**src/rtl/fcs_pkg.sv**
```systemverilog
// constants and carrier types for the floating controller support logic
package fcs_pkg;
  // system clock
  localparam int unsigned CLK_HZ = 25_000_000;
  // serial link to the i/o processor
  localparam int unsigned LINK_BIT_RATE = 187_500;
  localparam int unsigned LINK_BIT_CYC = CLK_HZ / LINK_BIT_RATE;
  localparam int unsigned LINK_HALF_CYC = LINK_BIT_CYC / 2;
  localparam int unsigned LINK_DATA_BITS = 9;
  localparam int unsigned LINK_FRAME_BITS = 11;
  localparam int unsigned LINK_BAUD_W = 8;
  localparam int unsigned LINK_BITCNT_W = 4;
  // line frequency window, in hertz
  localparam int unsigned LINE_LO_HZ = 55;
  localparam int unsigned LINE_HI_HZ = 66;
  localparam int unsigned LINE_STD60_HZ = 60;
  localparam int unsigned LINE_STD50_HZ = 50;
  // period bounds in clock cycles: longest rounds down, least rounds up
  localparam int unsigned LINE_PER_MAX = CLK_HZ / LINE_LO_HZ;
  localparam int unsigned LINE_PER_MIN =
    (CLK_HZ + LINE_HI_HZ - 1) / LINE_HI_HZ;
  localparam int unsigned LINE_CNT_W = 20;
  // pwm repetition rate
  localparam int unsigned PWM_HZ = 23_000;
  localparam int unsigned PWM_CYC = CLK_HZ / PWM_HZ;
  localparam int unsigned PWM_W = 11;
  // measurement counter
  localparam int unsigned CNT_HI_W = 16;
  localparam int unsigned CNT_LO_W = 8;
  // fifo in the transmit path
  localparam int unsigned TX_FIFO_DEPTH = 16;
  // reset values
  localparam logic LINE_STD60_RST = 1'b0;
  localparam logic MAIN_RESET_N_RST = 1'b0;

  typedef struct packed {
    logic [CNT_HI_W-1:0] hi;
    logic [CNT_LO_W-1:0] lo;
  } fcs_count_t;

  typedef struct packed {
    logic regulated_low;
    logic unregulated_low;
    logic wr_strobe_n;
  } fcs_supply_t;

  typedef enum logic [0:0] {
    FCS_TX_IDLE = 1'b0,
    FCS_TX_SHIFT = 1'b1
  } fcs_tx_st_t;

  typedef enum logic [1:0] {
    FCS_RX_IDLE = 2'b00,
    FCS_RX_START = 2'b01,
    FCS_RX_DATA = 2'b10,
    FCS_RX_STOP = 2'b11
  } fcs_rx_st_t;
endpackage

```
**src/rtl/fcs_fifo.sv**
```systemverilog
// synchronous fifo with registered flags, valid and ready on both sides
`timescale 1ns/1ps
module fcs_fifo #(
  parameter int unsigned WIDTH = 9,
  parameter int unsigned DEPTH = 16
) (
  // clock and reset
  input wire logic clk,
  input wire logic rst_n,
  // fill side
  input wire logic in_valid,
  input wire logic [WIDTH-1:0] in_data,
  output logic in_ready,
  // drain side
  output logic out_valid,
  output logic [WIDTH-1:0] out_data,
  input wire logic out_ready
);
  localparam int unsigned AW = $clog2(DEPTH);

  if (DEPTH < 2 || (1 << AW) != DEPTH || WIDTH < 1) begin : g_chk
    $error("fcs_fifo: depth must be a power of two of at least 2");
  end

  logic [WIDTH-1:0] mem [DEPTH];
  logic [AW-1:0] wr_q, wr_d, rd_q, rd_d;
  logic [AW:0] cnt_q, cnt_d;
  logic in_ready_q, in_ready_d, out_valid_q, out_valid_d;
  logic push, pop;

  assign push = in_valid && in_ready_q;
  assign pop = out_valid_q && out_ready;
  assign in_ready = in_ready_q;
  assign out_valid = out_valid_q;
  assign out_data = mem[rd_q];

  always_comb begin
    wr_d = push ? wr_q + 1'b1 : wr_q;
    rd_d = pop ? rd_q + 1'b1 : rd_q;
    cnt_d = cnt_q + (AW+1)'(push) - (AW+1)'(pop);
    in_ready_d = cnt_d != (AW+1)'(DEPTH);
    out_valid_d = cnt_d != '0;
  end

  always_ff @(posedge clk or negedge rst_n) begin
    if (!rst_n) begin
      wr_q <= '0;
      rd_q <= '0;
      cnt_q <= '0;
      in_ready_q <= 1'b0;
      out_valid_q <= 1'b0;
    end else begin
      wr_q <= wr_d;
      rd_q <= rd_d;
      cnt_q <= cnt_d;
      in_ready_q <= in_ready_d;
      out_valid_q <= out_valid_d;
    end
  end

  // storage has no reset; only written entries are ever read
  always_ff @(posedge clk) begin
    if (push) begin
      mem[wr_q] <= in_data;
    end
  end
endmodule

```
**src/rtl/fcs_top.sv**
```systemverilog
// floating controller support logic: link, line class, counter, pwm, supply
//
// Overview of operation
// - each link character is start bit, nine data bits, one stop bit.
// - both link ends send and sample bits at 187.5 kbit per second.
// - line sense frequency from 55 to 66 Hz selects the 60 Hz standard.
// - any line frequency outside that window selects the 50 Hz standard.
// - a 16-bit counter counts carry pulses, forming 24 bits with low byte.
// - main controller reset is asserted while regulated supply is low.
// - write strobe is held inactive while the regulated supply is low.
// - power loss warning follows the unregulated supply, ahead of collapse.
// - pwm output repeats at 23 kHz, duty sets precharge adjust level.
// - converter input chosen per conversion: residual charge or freq range.
// - all logic in the block runs from one oscillator clock.
// - a count latch request captures the counter for read out.
`timescale 1ns/1ps
module fcs_top
  import fcs_pkg::*;
#(
  parameter int unsigned LINE_MIN_CYC = fcs_pkg::LINE_PER_MIN,
  parameter int unsigned LINE_MAX_CYC = fcs_pkg::LINE_PER_MAX
) (
  // clock and reset
  input wire logic ref_clk,
  input wire logic rst_n,
  // link transmit side
  input wire logic tx_valid,
  input wire logic [fcs_pkg::LINK_DATA_BITS-1:0] tx_data,
  output logic tx_ready,
  output logic link_tx_line,
  // link receive side
  input wire logic link_rx_line,
  output logic rx_valid,
  output logic [fcs_pkg::LINK_DATA_BITS-1:0] rx_data,
  output logic rx_frame_err,
  // line classification
  input wire logic line_sense_input,
  output logic line_std60,
  output logic line_meas_done,
  // measurement counter
  input wire logic counter_carry_pulse,
  input wire logic [fcs_pkg::CNT_LO_W-1:0] count_low,
  input wire logic count_latch_req,
  output logic count_latch_strobe,
  output fcs_pkg::fcs_count_t count_value,
  // supply supervisor
  input wire fcs_pkg::fcs_supply_t supply_in,
  output logic main_reset_n,
  output logic power_loss_warning,
  output logic wr_strobe_n_out,
  // pwm
  input wire logic [fcs_pkg::PWM_W-1:0] pwm_duty,
  output logic precharge_adjust_level,
  // converter input selection, 1 selects frequency_range_input
  input wire logic adc_start_req,
  input wire logic adc_sel_freq,
  output logic adc_input_sel,
  output logic adc_start
);
  import fcs_pkg::*;

  if (LINE_MIN_CYC >= LINE_MAX_CYC || LINE_MAX_CYC >= (1 << LINE_CNT_W)
      || PWM_CYC >= (1 << PWM_W)) begin : g_chk
    $error("fcs_top: line window or pwm period out of range");
  end

  ////////////////////////////////////////////////////////////////////////////
  // transmit fifo and serializer

  logic fifo_valid, fifo_pop;
  logic [LINK_DATA_BITS-1:0] fifo_data;
  fcs_tx_st_t tx_st_q, tx_st_d;
  logic [LINK_FRAME_BITS-1:0] tx_sh_q, tx_sh_d;
  logic [LINK_BAUD_W-1:0] tx_baud_q, tx_baud_d;
  logic [LINK_BITCNT_W-1:0] tx_bit_q, tx_bit_d;
  logic tx_line_q, tx_line_d;

  fcs_fifo #(.WIDTH(LINK_DATA_BITS), .DEPTH(TX_FIFO_DEPTH)) u_tx_fifo (
    .clk(ref_clk),
    .rst_n(rst_n),
    .in_valid(tx_valid),
    .in_data(tx_data),
    .in_ready(tx_ready),
    .out_valid(fifo_valid),
    .out_data(fifo_data),
    .out_ready(fifo_pop)
  );

  // serializer only drains while idle, so the fifo really fills
  assign fifo_pop = (tx_st_q == FCS_TX_IDLE);

  always_comb begin
    tx_st_d = tx_st_q;
    tx_sh_d = tx_sh_q;
    tx_baud_d = tx_baud_q;
    tx_bit_d = tx_bit_q;
    tx_line_d = tx_line_q;
    case (tx_st_q)
      FCS_TX_IDLE: begin
        tx_line_d = 1'b1;
        if (fifo_valid) begin
          // stop, data lsb first, start
          tx_sh_d = {1'b1, fifo_data, 1'b0};
          tx_line_d = 1'b0;
          tx_baud_d = LINK_BAUD_W'(LINK_BIT_CYC - 1);
          tx_bit_d = '0;
          tx_st_d = FCS_TX_SHIFT;
        end
      end
      FCS_TX_SHIFT: begin
        if (tx_baud_q != '0) begin
          tx_baud_d = tx_baud_q - 1'b1;
        end else if (tx_bit_q == LINK_BITCNT_W'(LINK_FRAME_BITS - 1)) begin
          tx_line_d = 1'b1;
          tx_st_d = FCS_TX_IDLE;
        end else begin
          tx_sh_d = {1'b1, tx_sh_q[LINK_FRAME_BITS-1:1]};
          tx_line_d = tx_sh_q[1];
          tx_baud_d = LINK_BAUD_W'(LINK_BIT_CYC - 1);
          tx_bit_d = tx_bit_q + 1'b1;
        end
      end
      default: tx_st_d = FCS_TX_IDLE;
    endcase
  end

  always_ff @(posedge ref_clk or negedge rst_n) begin
    if (!rst_n) begin
      tx_st_q <= FCS_TX_IDLE;
      tx_sh_q <= '1;
      tx_baud_q <= '0;
      tx_bit_q <= '0;
      tx_line_q <= 1'b1;
    end else begin
      tx_st_q <= tx_st_d;
      tx_sh_q <= tx_sh_d;
      tx_baud_q <= tx_baud_d;
      tx_bit_q <= tx_bit_d;
      tx_line_q <= tx_line_d;
    end
  end
  assign link_tx_line = tx_line_q;

  ////////////////////////////////////////////////////////////////////////////
  // receiver: samples each bit at its middle

  fcs_rx_st_t rx_st_q, rx_st_d;
  logic [LINK_DATA_BITS-1:0] rx_sh_q, rx_sh_d;
  logic [LINK_BAUD_W-1:0] rx_baud_q, rx_baud_d;
  logic [LINK_BITCNT_W-1:0] rx_bit_q, rx_bit_d;
  logic rx_valid_q, rx_valid_d, rx_err_q, rx_err_d;
  logic [LINK_DATA_BITS-1:0] rx_data_q, rx_data_d;

  always_comb begin
    rx_st_d = rx_st_q;
    rx_sh_d = rx_sh_q;
    rx_baud_d = rx_baud_q;
    rx_bit_d = rx_bit_q;
    rx_valid_d = 1'b0;
    rx_err_d = 1'b0;
    rx_data_d = rx_data_q;
    if (rx_st_q != FCS_RX_IDLE && rx_baud_q != '0) begin
      rx_baud_d = rx_baud_q - 1'b1;
    end else begin
      case (rx_st_q)
        FCS_RX_IDLE: begin
          if (!link_rx_line) begin
            rx_baud_d = LINK_BAUD_W'(LINK_HALF_CYC - 1);
            rx_st_d = FCS_RX_START;
          end
        end
        FCS_RX_START: begin
          // a short low glitch is not a start bit
          rx_st_d = link_rx_line ? FCS_RX_IDLE : FCS_RX_DATA;
          rx_baud_d = LINK_BAUD_W'(LINK_BIT_CYC - 1);
          rx_bit_d = '0;
        end
        FCS_RX_DATA: begin
          rx_sh_d = {link_rx_line, rx_sh_q[LINK_DATA_BITS-1:1]};
          rx_baud_d = LINK_BAUD_W'(LINK_BIT_CYC - 1);
          rx_bit_d = rx_bit_q + 1'b1;
          if (rx_bit_q == LINK_BITCNT_W'(LINK_DATA_BITS - 1)) begin
            rx_st_d = FCS_RX_STOP;
          end
        end
        FCS_RX_STOP: begin
          rx_valid_d = link_rx_line;
          rx_err_d = !link_rx_line;
          rx_data_d = rx_sh_q;
          rx_st_d = FCS_RX_IDLE;
        end
        default: rx_st_d = FCS_RX_IDLE;
      endcase
    end
  end

  always_ff @(posedge ref_clk or negedge rst_n) begin
    if (!rst_n) begin
      rx_st_q <= FCS_RX_IDLE;
      rx_sh_q <= '0;
      rx_baud_q <= '0;
      rx_bit_q <= '0;
      rx_valid_q <= 1'b0;
      rx_err_q <= 1'b0;
      rx_data_q <= '0;
    end else begin
      rx_st_q <= rx_st_d;
      rx_sh_q <= rx_sh_d;
      rx_baud_q <= rx_baud_d;
      rx_bit_q <= rx_bit_d;
      rx_valid_q <= rx_valid_d;
      rx_err_q <= rx_err_d;
      rx_data_q <= rx_data_d;
    end
  end
  assign rx_valid = rx_valid_q;
  assign rx_frame_err = rx_err_q;
  assign rx_data = rx_data_q;

  ////////////////////////////////////////////////////////////////////////////
  // line frequency: cycles between rising edges of the sense input

  logic line_prev_q, line_prev_d, std60_q, std60_d, done_q, done_d;
  logic [LINE_CNT_W-1:0] per_q, per_d;
  logic line_rise, per_in_win;

  assign line_rise = line_sense_input && !line_prev_q;
  assign per_in_win = per_q >= LINE_CNT_W'(LINE_MIN_CYC)
                      && per_q <= LINE_CNT_W'(LINE_MAX_CYC);

  always_comb begin
    line_prev_d = line_sense_input;
    std60_d = std60_q;
    done_d = 1'b0;
    per_d = per_q;
    if (line_rise) begin
      std60_d = per_in_win;
      done_d = 1'b1;
      per_d = LINE_CNT_W'(1);
    end else if (per_q > LINE_CNT_W'(LINE_MAX_CYC)) begin
      // no edge for too long: line is too slow, fall back to 50 Hz
      std60_d = 1'b0;
    end else begin
      per_d = per_q + 1'b1;
    end
  end

  always_ff @(posedge ref_clk or negedge rst_n) begin
    if (!rst_n) begin
      line_prev_q <= 1'b0;
      std60_q <= LINE_STD60_RST;
      done_q <= 1'b0;
      per_q <= '0;
    end else begin
      line_prev_q <= line_prev_d;
      std60_q <= std60_d;
      done_q <= done_d;
      per_q <= per_d;
    end
  end
  assign line_std60 = std60_q;
  assign line_meas_done = done_q;

  ////////////////////////////////////////////////////////////////////////////
  // measurement counter extension and latch

  logic carry_prev_q, carry_prev_d, strobe_q, strobe_d, carry_rise;
  logic [CNT_HI_W-1:0] hi_q, hi_d;
  fcs_count_t cval_q, cval_d;

  assign carry_rise = counter_carry_pulse && !carry_prev_q;

  always_comb begin
    carry_prev_d = counter_carry_pulse;
    hi_d = carry_rise ? hi_q + 1'b1 : hi_q;
    strobe_d = count_latch_req;
    cval_d = cval_q;
    if (count_latch_req) begin
      cval_d = '{hi: hi_q, lo: count_low};
    end
  end

  always_ff @(posedge ref_clk or negedge rst_n) begin
    if (!rst_n) begin
      carry_prev_q <= 1'b0;
      hi_q <= '0;
      strobe_q <= 1'b0;
      cval_q <= '0;
    end else begin
      carry_prev_q <= carry_prev_d;
      hi_q <= hi_d;
      strobe_q <= strobe_d;
      cval_q <= cval_d;
    end
  end
  assign count_latch_strobe = strobe_q;
  assign count_value = cval_q;

  ////////////////////////////////////////////////////////////////////////////
  // supervisor, pwm and converter input selection

  logic mrst_n_q, mrst_n_d, warn_q, warn_d, wr_n_q, wr_n_d;
  logic [PWM_W-1:0] pwm_cnt_q, pwm_cnt_d, duty_q, duty_d;
  logic pwm_q, pwm_d, asel_q, asel_d, astart_q, astart_d;

  always_comb begin
    mrst_n_d = !supply_in.regulated_low;
    warn_d = supply_in.unregulated_low;
    // writes blocked so a sagging supply cannot corrupt memory
    wr_n_d = supply_in.regulated_low ? 1'b1 : supply_in.wr_strobe_n;
    pwm_cnt_d = (pwm_cnt_q == PWM_W'(PWM_CYC - 1)) ? '0 : pwm_cnt_q + 1'b1;
    // duty taken only at period start so no runt pulses
    duty_d = (pwm_cnt_q == PWM_W'(PWM_CYC - 1)) ? pwm_duty : duty_q;
    pwm_d = pwm_cnt_d < duty_d;
    asel_d = adc_start_req ? adc_sel_freq : asel_q;
    astart_d = adc_start_req;
  end

  always_ff @(posedge ref_clk or negedge rst_n) begin
    if (!rst_n) begin
      mrst_n_q <= MAIN_RESET_N_RST;
      warn_q <= 1'b0;
      wr_n_q <= 1'b1;
      pwm_cnt_q <= '0;
      duty_q <= '0;
      pwm_q <= 1'b0;
      asel_q <= 1'b0;
      astart_q <= 1'b0;
    end else begin
      mrst_n_q <= mrst_n_d;
      warn_q <= warn_d;
      wr_n_q <= wr_n_d;
      pwm_cnt_q <= pwm_cnt_d;
      duty_q <= duty_d;
      pwm_q <= pwm_d;
      asel_q <= asel_d;
      astart_q <= astart_d;
    end
  end
  assign main_reset_n = mrst_n_q;
  assign power_loss_warning = warn_q;
  assign wr_strobe_n_out = wr_n_q;
  assign precharge_adjust_level = pwm_q;
  assign adc_input_sel = asel_q;
  assign adc_start = astart_q;

  localparam int BIT_M1 = LINK_BIT_CYC - 1;
endmodule

```
**config.mk**
```make
export PLATFORM = sky130hd
export DESIGN_NAME = fcs_top
export DESIGN_NICKNAME = d
export VERILOG_FILES = /design/src/rtl/fcs_pkg.sv /design/src/rtl/fcs_fifo.sv /design/src/rtl/fcs_top.sv
export SDC_FILE = /design/constraint.sdc
export NUM_CORES = 1
export LEC_CHECK = 0
export BUFFER_PORTS_ARGS = -buffer_cell sky130_fd_sc_hd__buf_2
export CAP_MARGIN = 10
export CORE_AREA = 2 2 152 154
export DETAILED_ROUTE_END_ITERATION = 7
export DIE_AREA = 0 0 154 156
export GPL_TIMING_DRIVEN = 0
export PLACE_DENSITY = 0.79
export SYNTH_ARGS = -nofsm -noshare
export SYNTH_HDL_FRONTEND = slang
export SYNTH_SLANG_ARGS = --single-unit
```
**constraint.sdc**
```tcl
create_clock -name ref_clk -period 3.1 [get_ports ref_clk]
set_input_delay 0.465 -clock ref_clk [delete_from_list [all_inputs] [get_ports ref_clk]]
set_output_delay 0.465 -clock ref_clk [all_outputs]
set_load 0.02 [all_outputs]
```
; ---- Word level (Yosys, flattened, before mapping)
; Memories as Yosys holds them, arrays and structs flattened.
; Index checks and enable logic that the tools add are counted.
[totals]
ramBits = 144
wordCells = 135
n_memories = 1
reg_bits = 167
output_inout_bits = 46
input_bits = 40
[op_classes]
bitwise = 2
n_lt_le_gt_ge = 4
addsub = 11
reduce_logical = 26
muxes = 42
eq_ne = 15
[mem_list]
columns = name, depth, word_bits, read_ports, rd_clocked_by_memory_dff, write_ports, line
row1 = u_tx_fifo.mem, 16, 9, 1, 0, 1, fcs_fifo.sv:25  ; logic [WIDTH-1:0] mem [DEPTH];
[op_table]
columns = op, n
row1 = 2-to-1 mux 11 bit, 5
row2 = 2-to-1 mux 20 bit, 2
row3 = 2-to-1 mux 8 bit, 5
row4 = one-hot mux 8 bit (2 select lines), 2
row5 = one-hot mux 11 bit (2 select lines), 1
row6 = adder 20 x 1 -> 20 bit (second input constant), 1
row7 = >= comparator 20 x 19 -> 1 bit (second input constant), 1
row8 = greater-than comparator 20 x 19 -> 1 bit (second input constant), 1
row9 = <= comparator 20 x 19 -> 1 bit (second input constant), 1
row10 = adder 16 x 1 -> 16 bit (second input constant), 1
row11 = adder 4 x 1 -> 4 bit (second input constant), 4
row12 = 2-to-1 mux 1 bit, 16
row13 = one-hot mux 4 bit (2 select lines), 2
row14 = nonzero test 8 bit, 2
row15 = subtractor 8 x 1 -> 8 bit (second input constant), 2
row16 = 2-to-1 mux 4 bit, 3
row17 = inequality test 2 bit (second input constant), 6
row18 = adder 11 x 1 -> 11 bit (second input constant), 1
row19 = equality test 11 bit (second input constant), 1
row20 = less-than comparator 11 bit, 1
row21 = AND reduction 2 bit, 5
row22 = equality test 4 bit (second input constant), 2
row23 = one-hot mux 2 bit (4 select lines), 1
row24 = logical AND 1 bit, 6
row25 = other kinds (16), 28

; ---- Depth between registers and ports, before layout
; Gate-level depths: netlist of the first run.
[depth]
ltp_word = 4
mapped_depth = 15
mapped_depth_nobuf = 13

; ---- Hierarchy
; A second synthesis of the first run with hierarchy kept.
[unflattened]
cells_unflattened = 1001
hier_area_um2 = 13625.6
[by_module_without_submodules]
columns = mod, n_inst, cells_per_inst, seq_area_each_um2, area_each_um2
row1 = fcs_top, 1, 659, 3767.4, 7189.4
row2 = fcs_fifo, 1, 342, 4699.5, 6436.2

; ---- Least setup slack after synthesis of the first run
; Ideal clock, no wire load.
[synth_path]
path_type = flip-flop to flip-flop
startpoint = register pwm_cnt_q[1]
endpoint = register pwm_q, in the netlist precharge_adjust_level
arrival_time_ps = 2426
setup_time_ps = 94
setup_slack_ps = 580
n_path_buf = 2
period_less_slack_ps = 2520
required_time_ps = 3006
stages_incl_launch_ff = 14
path_cell_list = dfrtp_1 inv_1 ha_1 nand4bb_1 nor4_1 buf_2 clkbuf_1 mux2i_1 ha_1 a21oi_1 o211ai_1 o211ai_1 a21oi_1 a211oi_1
[synth_between]
elab_chain_cells = 3
word_cells_on_any_way = 5
classes_between = 1 x add/sub / 1 x order compare / 1 x eq/ne / 2 x mux
[synth_lines]
columns = element, line
row1 = start: declaration, fcs_top.sv:303  ; logic [PWM_W-1:0] pwm_cnt_q, pwm_cnt_d, duty_q, duty_d;
row2 = start signal: assignment, fcs_top.sv:333  ; pwm_cnt_q <= pwm_cnt_d;
row3 = adder 11 x 1 -> 11 bit / equality test 11 bit (equally long branches), "fcs_top.sv:311, fcs_top.sv:313"
row4 = "2-to-1 mux 11 bit, on equally long branches", "fcs_top.sv:311, fcs_top.sv:313"
row5 = less-than comparator 11 bit *, fcs_top.sv:314  ; pwm_d = pwm_cnt_d < duty_d;
row6 = via pwm_d, fcs_top.sv:304  ; logic pwm_q, pwm_d, asel_q, asel_d, astart_q, astart_d;
row7 = end signal: assignment, fcs_top.sv:335  ; pwm_q <= pwm_d;
row8 = end: declaration, fcs_top.sv:304
; Mark *: on every way through the listed nets, which the timed path passes. The rest lies on a longest branch.
; A chain may end at the register's enable or synchronous reset.

; ---- Final worst setup path of the first run
[layout_path]
startpoint = register u_tx_fifo.rd_q[1]
endpoint = register tx_sh_q[7]
[layout_between]
elab_chain_cells = 3
[layout_lines]
columns = element, line
row1 = start: declaration, fcs_fifo.sv:26  ; logic [AW-1:0] wr_q, wr_d, rd_q, rd_d;
row2 = start signal: assignment, fcs_fifo.sv:54  ; rd_q <= rd_d;
row3 = memory read (16 x 9 bit), n/a
row4 = 2-to-1 mux 11 bit, fcs_top.sv:101  ; if (fifo_valid) begin
row5 = one-hot mux 11 bit (2 select lines), fcs_top.sv:98  ; case (tx_st_q)
row6 = end signal: assignment, fcs_top.sv:136  ; tx_sh_q <= tx_sh_d;
row7 = end: declaration, fcs_top.sv:73  ; logic [LINK_FRAME_BITS-1:0] tx_sh_q, tx_sh_d;
; No other way between the ends. The select of a mux whose other input is x is not followed.

==> run_results.csv, run 1 <==
group,metric,value,unit
outcome,outcome,"completed",
global_routing,grtUsageTotal,22.38,%
timing,fin_setup_tns,0,ns
place,place.detailed.instances,1334,
timing,rsz0062_at_grt,"no",
synth,ys_async_sr_fraction,53.40,%
timing,fmax,342.4,MHz
critical_path,timing.critical_path.to_type,"flip-flop",
critical_path,cp_data_required_time,3.56,ns
critical_path,worstPathMaxFanout,10,
finish,nFillCells,1584,
synth,share_of_synthesized_cell_area_in_full_adder_half_adder_and_majority_cells,4.005,%
clock_tree,numCtsBuffers,30,
clock_tree,cts_tree,"yes",
power_and_ir_drop,power.density_cell_area,693.6,nW/um^2
route,vias,8138,
critical_path,cp.buffers_inverters,2,
clock_tree,worstSkewPairLatency,0.58,ns
timing,layout_min_cycle_time,2.921,ns
global_routing,grt_start_max_net_pins,94,
synth,syn_inst,959,
critical_path,criticalPathCategory,"flip-flop to flip-flop",
flow_run,drv.max_cap_violation_count,0,
finish,final_cells,1393,
global_routing,grt_pass1_vias,8282,
timing,final-max-slew-violation-count,0,
timing,timing.hold.ws,0.03559,ns
timing,clock_skew,0.02975,ns
die,std_cell_rows,55,
critical_path,timing.critical_path.cells,"buf_1, buf_1, mux4_2, a221oi_1, o211ai_1",
power_and_ir_drop,worst_voltage_drop_across_the_vdd_grid,0.0005387,V
synth,synthSimpleGateAreaFrac,8.629,%
critical_path,crit_path_top_delay_cell,"sky130_fd_sc_hd__buf_1",
route,detail_route.wl_per_cell,18.81,microns
route,drt_iter0_drc,630,
timing,post-route-period-util,94.22,%
die,initial_utilization,59.51,%
clock_tree,cts.reportedPaths.clkPinSlew,0.06,ns
timing,finalHoldViolations,0,
route,ant_nets,0,
synth,synth_cell_type_count,64,
synth,synth_top_family_by_area,"multiplexers",
synth,post_synth_xor_area_fraction,3.224,%
route,via_per_inst,5.842,
clock_tree,clk_path_buf_depth,3,
route,drt_drc_violations_left,0,
global_routing,grt_first_pass_wirelength,42540,microns
synth,number_of_flops_mapped_to_enable_cells_by_yosys,144,
critical_path,cpPeakStageDelay,0.62,ns
finish,final-seq-area,8467,sq um
die,die_x,154,microns
synth,avg_cell_area_syn,13.88,sq um
timing,max_slew.worst_pin.slew,1.113,ns
finish,area_used_by_multi_input_combinational_logic,4512,sq um
synth,synth-compound-area-share,7.530,%
synth,synth.area.mux_share,10.51,%
synth,post_synthesis_instance_area,13310,sq um
route,wl,26200,microns
timing,setup_viol_count_final,0,
finish,num_antenna_cells,0,
synth,synth-main-ff-cell,"sky130_fd_sc_hd__dfrtp_1",
critical_path,crit_arrival,3.38,ns
finish,nNetsFinal,1166,
power_and_ir_drop,static-leakage-power,6.224,nW
finish,area_growth,14.03,%
die,floorplan.io_pins,86,
die,die_height,156,microns
place,numPortBuffers,85,
synth,postSynthNetCount,1041,
route,drt_pass1_iterations,5,
synth,synth_warnings,0,
min_path,hold_path_class,"input port to flip-flop",
critical_path,critPathTopFamily,"buffers and inverters",
global_routing,grt_remaining_overflow,0,
synth,synth_sequential_area_ratio,63.61,%
critical_path,cpMostUsedCell,"sky130_fd_sc_hd__buf_1",
timing,remaining_max_slew_budget_at_the_tightest_pin,25.51,%
synth,synth-seq-cells,309,
finish,layout-drive-gt1-share,21.66,%
clock_tree,clockRootBuffer,"sky130_fd_sc_hd__clkbuf_16",
die,dieArea,24020,sq um
critical_path,timing.critical_path.from_type,"flip-flop",
clock_tree,clock_sink_count,309,
place,routabilityCongestion,0.8366,
global_routing,antenna_found_initial,0,
die,placeableCoreArea,22370,sq um
clock_tree,htree_num_levels,1,
place,dp_hpwl,17470,microns
-- cell usage after synthesis (all sizes together) (3+ instances only) --
cell | count | area (sq um)
a21o | 3 | 22.52
a21oi | 17 | 85.08
a221oi | 25 | 219.0
a31oi | 5 | 61.31
and2 | 5 | 31.28
and3 | 7 | 43.79
and4 | 3 | 27.53
buf | 17 | 102.6
clkbuf | 21 | 78.83
clkinv | 3 | 11.26
dfrtp | 154 | 3854
dfstp | 11 | 289.0
edfxtp | 144 | 4324
ha | 41 | 513.0
inv | 37 | 138.9
mux2 | 44 | 495.5
mux2i | 43 | 430.4
mux4 | 21 | 473.0
nand2 | 70 | 262.8
nand2b | 6 | 37.54
nand3 | 30 | 150.1
nand4 | 15 | 93.84
nor2 | 61 | 229.0
nor2b | 3 | 18.77
nor3 | 12 | 60.06
nor3b | 4 | 30.03
nor4 | 5 | 31.28
o2111ai | 5 | 61.31
o211ai | 20 | 150.1
o21a | 11 | 82.58
o21ai | 29 | 145.1
o31ai | 3 | 22.52
or3 | 9 | 68.81
or4 | 4 | 30.03
xnor2 | 28 | 245.2
xor2 | 21 | 183.9
-- registers in the layout, indices dropped and copies added (netlist names), 4 cells and up, named ones only --
signal           flops
count_value         24
duty_q              11
hi_q                16
per_q               20
pwm_cnt_q           11
rx_baud_q            8
rx_bit_q             4
rx_data              9
rx_sh_q              9
tx_baud_q            8
tx_bit_q             4
tx_sh_q              9
u_tx_fifo.cnt_q      5
u_tx_fifo.mem      144
u_tx_fifo.rd_q       4
u_tx_fifo.wr_q       4
-- layout make-up --
type	instances	area share (%)
Timing Repair Buffer	94	3.479
Buffer	37	1.187
Multi-Input combinational cell	572	29.73
Clock buffer	38	5.276
Clock inverter	18	1.212
Sequential cell	309	55.78
Inverter	40	0.9892
Tap cell	285	2.349
-- cells by family (layout without fill, tap and decap cells) --
| group | count (synthesis) | count (layout) |
|---|---|---|
| AO/OA/AOI/OAI | 135 | 135 |
| XOR/XNOR | 49 | 49 |
| adder cells (fa/ha/maj) | 42 | 42 |
| buffers and inverters | 78 | 227 |
| flip-flops | 309 | 309 |
| multiplexers | 108 | 108 |
| AND/OR/NAND/NOR | 238 | 238 |
-- power by group --
part	leakage [nW]	total, mW	switching [mW]	internal [mW]
clock	0.480	3.61	1.53	2.08
sequential	3.38	5.17	0.296	4.88
combinational	2.36	1.75	1.04	0.708
-- layout by cell type, fill, tap and decap left out, types with 7 or more instances in the layout --
master	Yosys	layout
sky130_fd_sc_hd__a21oi_1	17	17
sky130_fd_sc_hd__a221oi_1	25	25
sky130_fd_sc_hd__and3_1	7	7
sky130_fd_sc_hd__buf_2	10	95
sky130_fd_sc_hd__clkbuf_1	21	26
sky130_fd_sc_hd__clkbuf_16	0	30
sky130_fd_sc_hd__clkinv_1	3	10
sky130_fd_sc_hd__dfrtp_1	154	154
sky130_fd_sc_hd__dfstp_2	11	11
sky130_fd_sc_hd__edfxtp_1	144	144
sky130_fd_sc_hd__ha_1	41	41
sky130_fd_sc_hd__inv_1	37	37
sky130_fd_sc_hd__mux2_2	44	44
sky130_fd_sc_hd__mux2i_1	43	43
sky130_fd_sc_hd__mux4_2	21	21
sky130_fd_sc_hd__nand2_1	70	70
sky130_fd_sc_hd__nand3_1	30	30
sky130_fd_sc_hd__nand4_1	15	15
sky130_fd_sc_hd__nor2_1	61	61
sky130_fd_sc_hd__nor3_1	12	12
sky130_fd_sc_hd__o211ai_1	20	20
sky130_fd_sc_hd__o21a_1	11	11
sky130_fd_sc_hd__o21ai_0	29	29
sky130_fd_sc_hd__xnor2_1	28	28
sky130_fd_sc_hd__xor2_1	21	21
-- per-stage QoR --
step,power (mW),utilization [%],area [sq um],setup slack [ns]
after floorplan,6.381,-,13310,0.5796
after global placement,6.865,63.01,14090,-0.9566
after detailed placement,6.982,63.29,14150,-0.02213
after CTS,10.61,67.85,15180,0.2196
after global routing,10.97,67.87,15180,0.03039
final,10.53,67.87,15180,0.1793
-- final timing paths --
path	from	end	slack, ns	cells past startpoint
min	line_sense_input	line_prev_q	0.04	1
max in group asynchronous	rst_n	tx_sh_q[4]	1.79	3
min in group asynchronous	rst_n	pwm_cnt_q[7]	0.45	2
max reg2reg	u_tx_fifo.rd_q[1]	tx_sh_q[7]	0.18	5
max	u_tx_fifo.rd_q[1]	tx_sh_q[7]	0.18	5
min reg2reg	hi_q[15]	hi_q[15]	0.47	1
-- routing by layer --
layer | up-vias | track usage, % | routed length, microns
met5 | - | 0 | 0
met4 | 0 | 6.409 | 659
met3 | 48 | 3.722 | 1311
met2 | 224 | 40.49 | 13720
met1 | 4058 | 27.96 | 10510
li1 | 3808 | - | -
-- what timing repair did --
action	in CTS	in global routing
setup endpoints to repair	1	1
buffers inserted	0	0
hold buffers	4	0
hold endpoints to repair	74	0
cloned	0	0
resized for setup	0	1
Power figures use the tool's default switching activity.
==> run 2, diff against run 1 <==
--- a/config.mk
+++ b/config.mk
@@ -7,11 +7,12 @@
 export LEC_CHECK = 0
 export BUFFER_PORTS_ARGS = -buffer_cell sky130_fd_sc_hd__buf_2
 export CAP_MARGIN = 10
-export CORE_AREA = 2 2 152 154
+export CORE_AREA = 5 5 152 154
+export CTS_BUF_LIST = sky130_fd_sc_hd__clkbuf_4
 export DETAILED_ROUTE_END_ITERATION = 7
-export DIE_AREA = 0 0 154 156
+export DIE_AREA = 0 0 157 159
 export GPL_TIMING_DRIVEN = 0
-export PLACE_DENSITY = 0.79
+export PLACE_DENSITY = 0.81
 export SYNTH_ARGS = -nofsm -noshare
 export SYNTH_HDL_FRONTEND = slang
 export SYNTH_SLANG_ARGS = --single-unit
==> run_results.csv, run 2 (same netlist as run 1, synthesis figures left out) <==
group,metric,value,unit
critical_path,criticalPathCategory,"flip-flop to flip-flop",
critical_path,crit-reg2reg-capture,"tx_sh_q[8]",
finish,top_reg_by_flops,"u_tx_fifo.mem",
die,die_x,157,microns
route,via_per_inst,5.744,
clock_tree,postCtsSetupRepairBufs,0,
critical_path,worstPathMaxFanout,10,
timing,clock_skew,0.02731,ns
finish,layout-drive-gt1-share,27.00,%
finish,area_growth,15.98,%
critical_path,reg2reg_from,"u_tx_fifo.rd_q[1]",
critical_path,timing.critical_path.from_type,"flip-flop",
finish,final_cells,1496,
critical_path,cp_data_required_time,3.67,ns
timing,final-max-slew-violation-count,0,
route,drt_drc_violations_left,0,
global_routing,grt_pass1_vias,8769,
flow_run,drv.max_cap_violation_count,0,
min_path,whs_endpoint,"duty_q[2]",
finish,nNetsFinal,1238,
route,detail_route.wl_per_cell,18.03,microns
finish,most-common-layout-cells,"154 x sky130_fd_sc_hd__dfrtp_1, 144 x sky130_fd_sc_hd__edfxtp_1, 121 x sky130_fd_sc_hd__clkbuf_4",
clock_tree,post_cts_resized,0,
die,die_height,159,microns
timing,setup_viol_count_final,0,
route,drt_pass1_iterations,5,
power_and_ir_drop,worst_voltage_drop_across_the_vdd_grid,0.0005402,V
place,dp_hpwl,17600,microns
global_routing,grt_start_max_net_pins,91,
critical_path,reg2reg_depth,5,
route,vias,8593,
power_and_ir_drop,finalPower,10.37,mW
die,placeableCoreArea,21550,sq um
global_routing,grtUsageTotal,21.97,%
route,ant_nets,0,
timing,rsz0062_at_grt,"no",
timing,remaining_max_slew_budget_at_the_tightest_pin,22.91,%
place,place.detailed.instances,1329,
timing,post-route-period-util,93.12,%
clock_tree,worstSkewPairLatency,0.68,ns
global_routing,grt_first_pass_wirelength,43790,microns
clock_tree,htree_num_levels,3,
clock_tree,clk_path_buf_depth,3,
global_routing,grt_remaining_overflow,0,
die,dieArea,24960,sq um
critical_path,crit_arrival,3.46,ns
finish,layout_commonest_cell,"sky130_fd_sc_hd__dfrtp_1",
power_and_ir_drop,power.density_cell_area,671.7,nW/um^2
clock_tree,clock_sink_count,309,
die,floorplan.io_pins,86,
place,routabilityCongestion,0.8411,
min_path,hold_path_class,"input port to flip-flop",
die,std_cell_rows,54,
place,numPortBuffers,85,
die,initial_utilization,61.76,%
critical_path,timing.critical_path.to_type,"flip-flop",
finish,largest_reg_flops,144,
timing,layout_min_cycle_time,2.887,ns
min_path,hold_critical_path_depth,3,
clock_tree,clockRootBuffer,"sky130_fd_sc_hd__clkbuf_4",
global_routing,antenna_found_initial,1,
route,drt_iter0_drc,572,
outcome,outcome,"completed",
min_path,hold_start,"pwm_duty[2]",
timing,finalHoldViolations,0,
critical_path,worst_r2r_setup_slack,0.21,ns
timing,fmax,346.4,MHz
clock_tree,cts.reportedPaths.clkPinSlew,0.08,ns
power_and_ir_drop,static-leakage-power,6.449,nW
route,wl,26970,microns
clock_tree,cts_tree,"yes",
timing,max_slew.worst_pin.slew,1.152,ns
clock_tree,numCtsBuffers,80,
run 2: critical path, stage by stage (launching register included):
cell and delay, ns:
sky130_fd_sc_hd__dfrtp_1 0.49, sky130_fd_sc_hd__buf_1 0.60, sky130_fd_sc_hd__buf_1 0.60, sky130_fd_sc_hd__mux4_2 0.43, sky130_fd_sc_hd__a221oi_1 0.49, sky130_fd_sc_hd__o211ai_1 0.15
run 2: report_power, final:
part	internal, mW	switching (mW)	total (mW)
Combinational	0.724	1.02	1.74
Sequential	4.88	0.282	5.16
Clock	1.87	1.60	3.47
run 2: final cells by class:
class                           instances  area [sq um]
Timing Repair Buffer                  116         748.2
Tap cell                              280         350.3
Clock buffer                          121         908.4
Inverter                               40         150.1
Multi-Input combinational cell        572          4512
Sequential cell                       309          8467
Clock inverter                         20         121.4
Buffer                                 37         177.7
Antenna cell                            1         2.502
Fill cell                            1437          6116
run 2: metal layers:
metal | track usage [%] | wire, microns | vias up | share of wire [%]
li1 | - | - | 4001 | -
met1 | 28.36 | 11140 | 4259 | 41
met2 | 36.61 | 13710 | 278 | 51
met3 | 5.382 | 1567 | 55 | 5.8
met4 | 7.416 | 560 | 0 | 2.1
met5 | 0 | 0 | - | 0
run 2: repair_timing:
action / CTS / global route
hold endpoints to repair: 100 / 0
hold buffers: 26 / 0
setup endpoints to repair: 1 / 0
run 2: worst max path at each step:
stage                                  from                endpoint  cells past startpoint
after floorplan                pwm_cnt_q[1]  precharge_adjust_level                     13
after global placement                rst_n       u_tx_fifo.wr_q[1]                      1
after detailed placement       pwm_cnt_q[0]  precharge_adjust_level                     12
after CTS                 u_tx_fifo.rd_q[1]              tx_sh_q[8]                      5
after global routing           pwm_cnt_q[0]  precharge_adjust_level                     11
final                     u_tx_fifo.rd_q[1]              tx_sh_q[8]                      5
run 2: through the flow:
step                hold WS (ns)  setup WS (ns)  util, %    TNS, ns  area (sq um)
floorplan                 0.1694         0.5796        -          0         13310
global placement          0.4574        -0.9145    65.35    -139.37         14090
detailed placement        0.4602      -0.003284    65.65  -0.003284         14150
CTS                     0.003984         0.2244    71.61          0         15430
global route            0.004328         0.1195    71.62          0         15440
finish                   0.03824         0.2133    71.62          0         15440
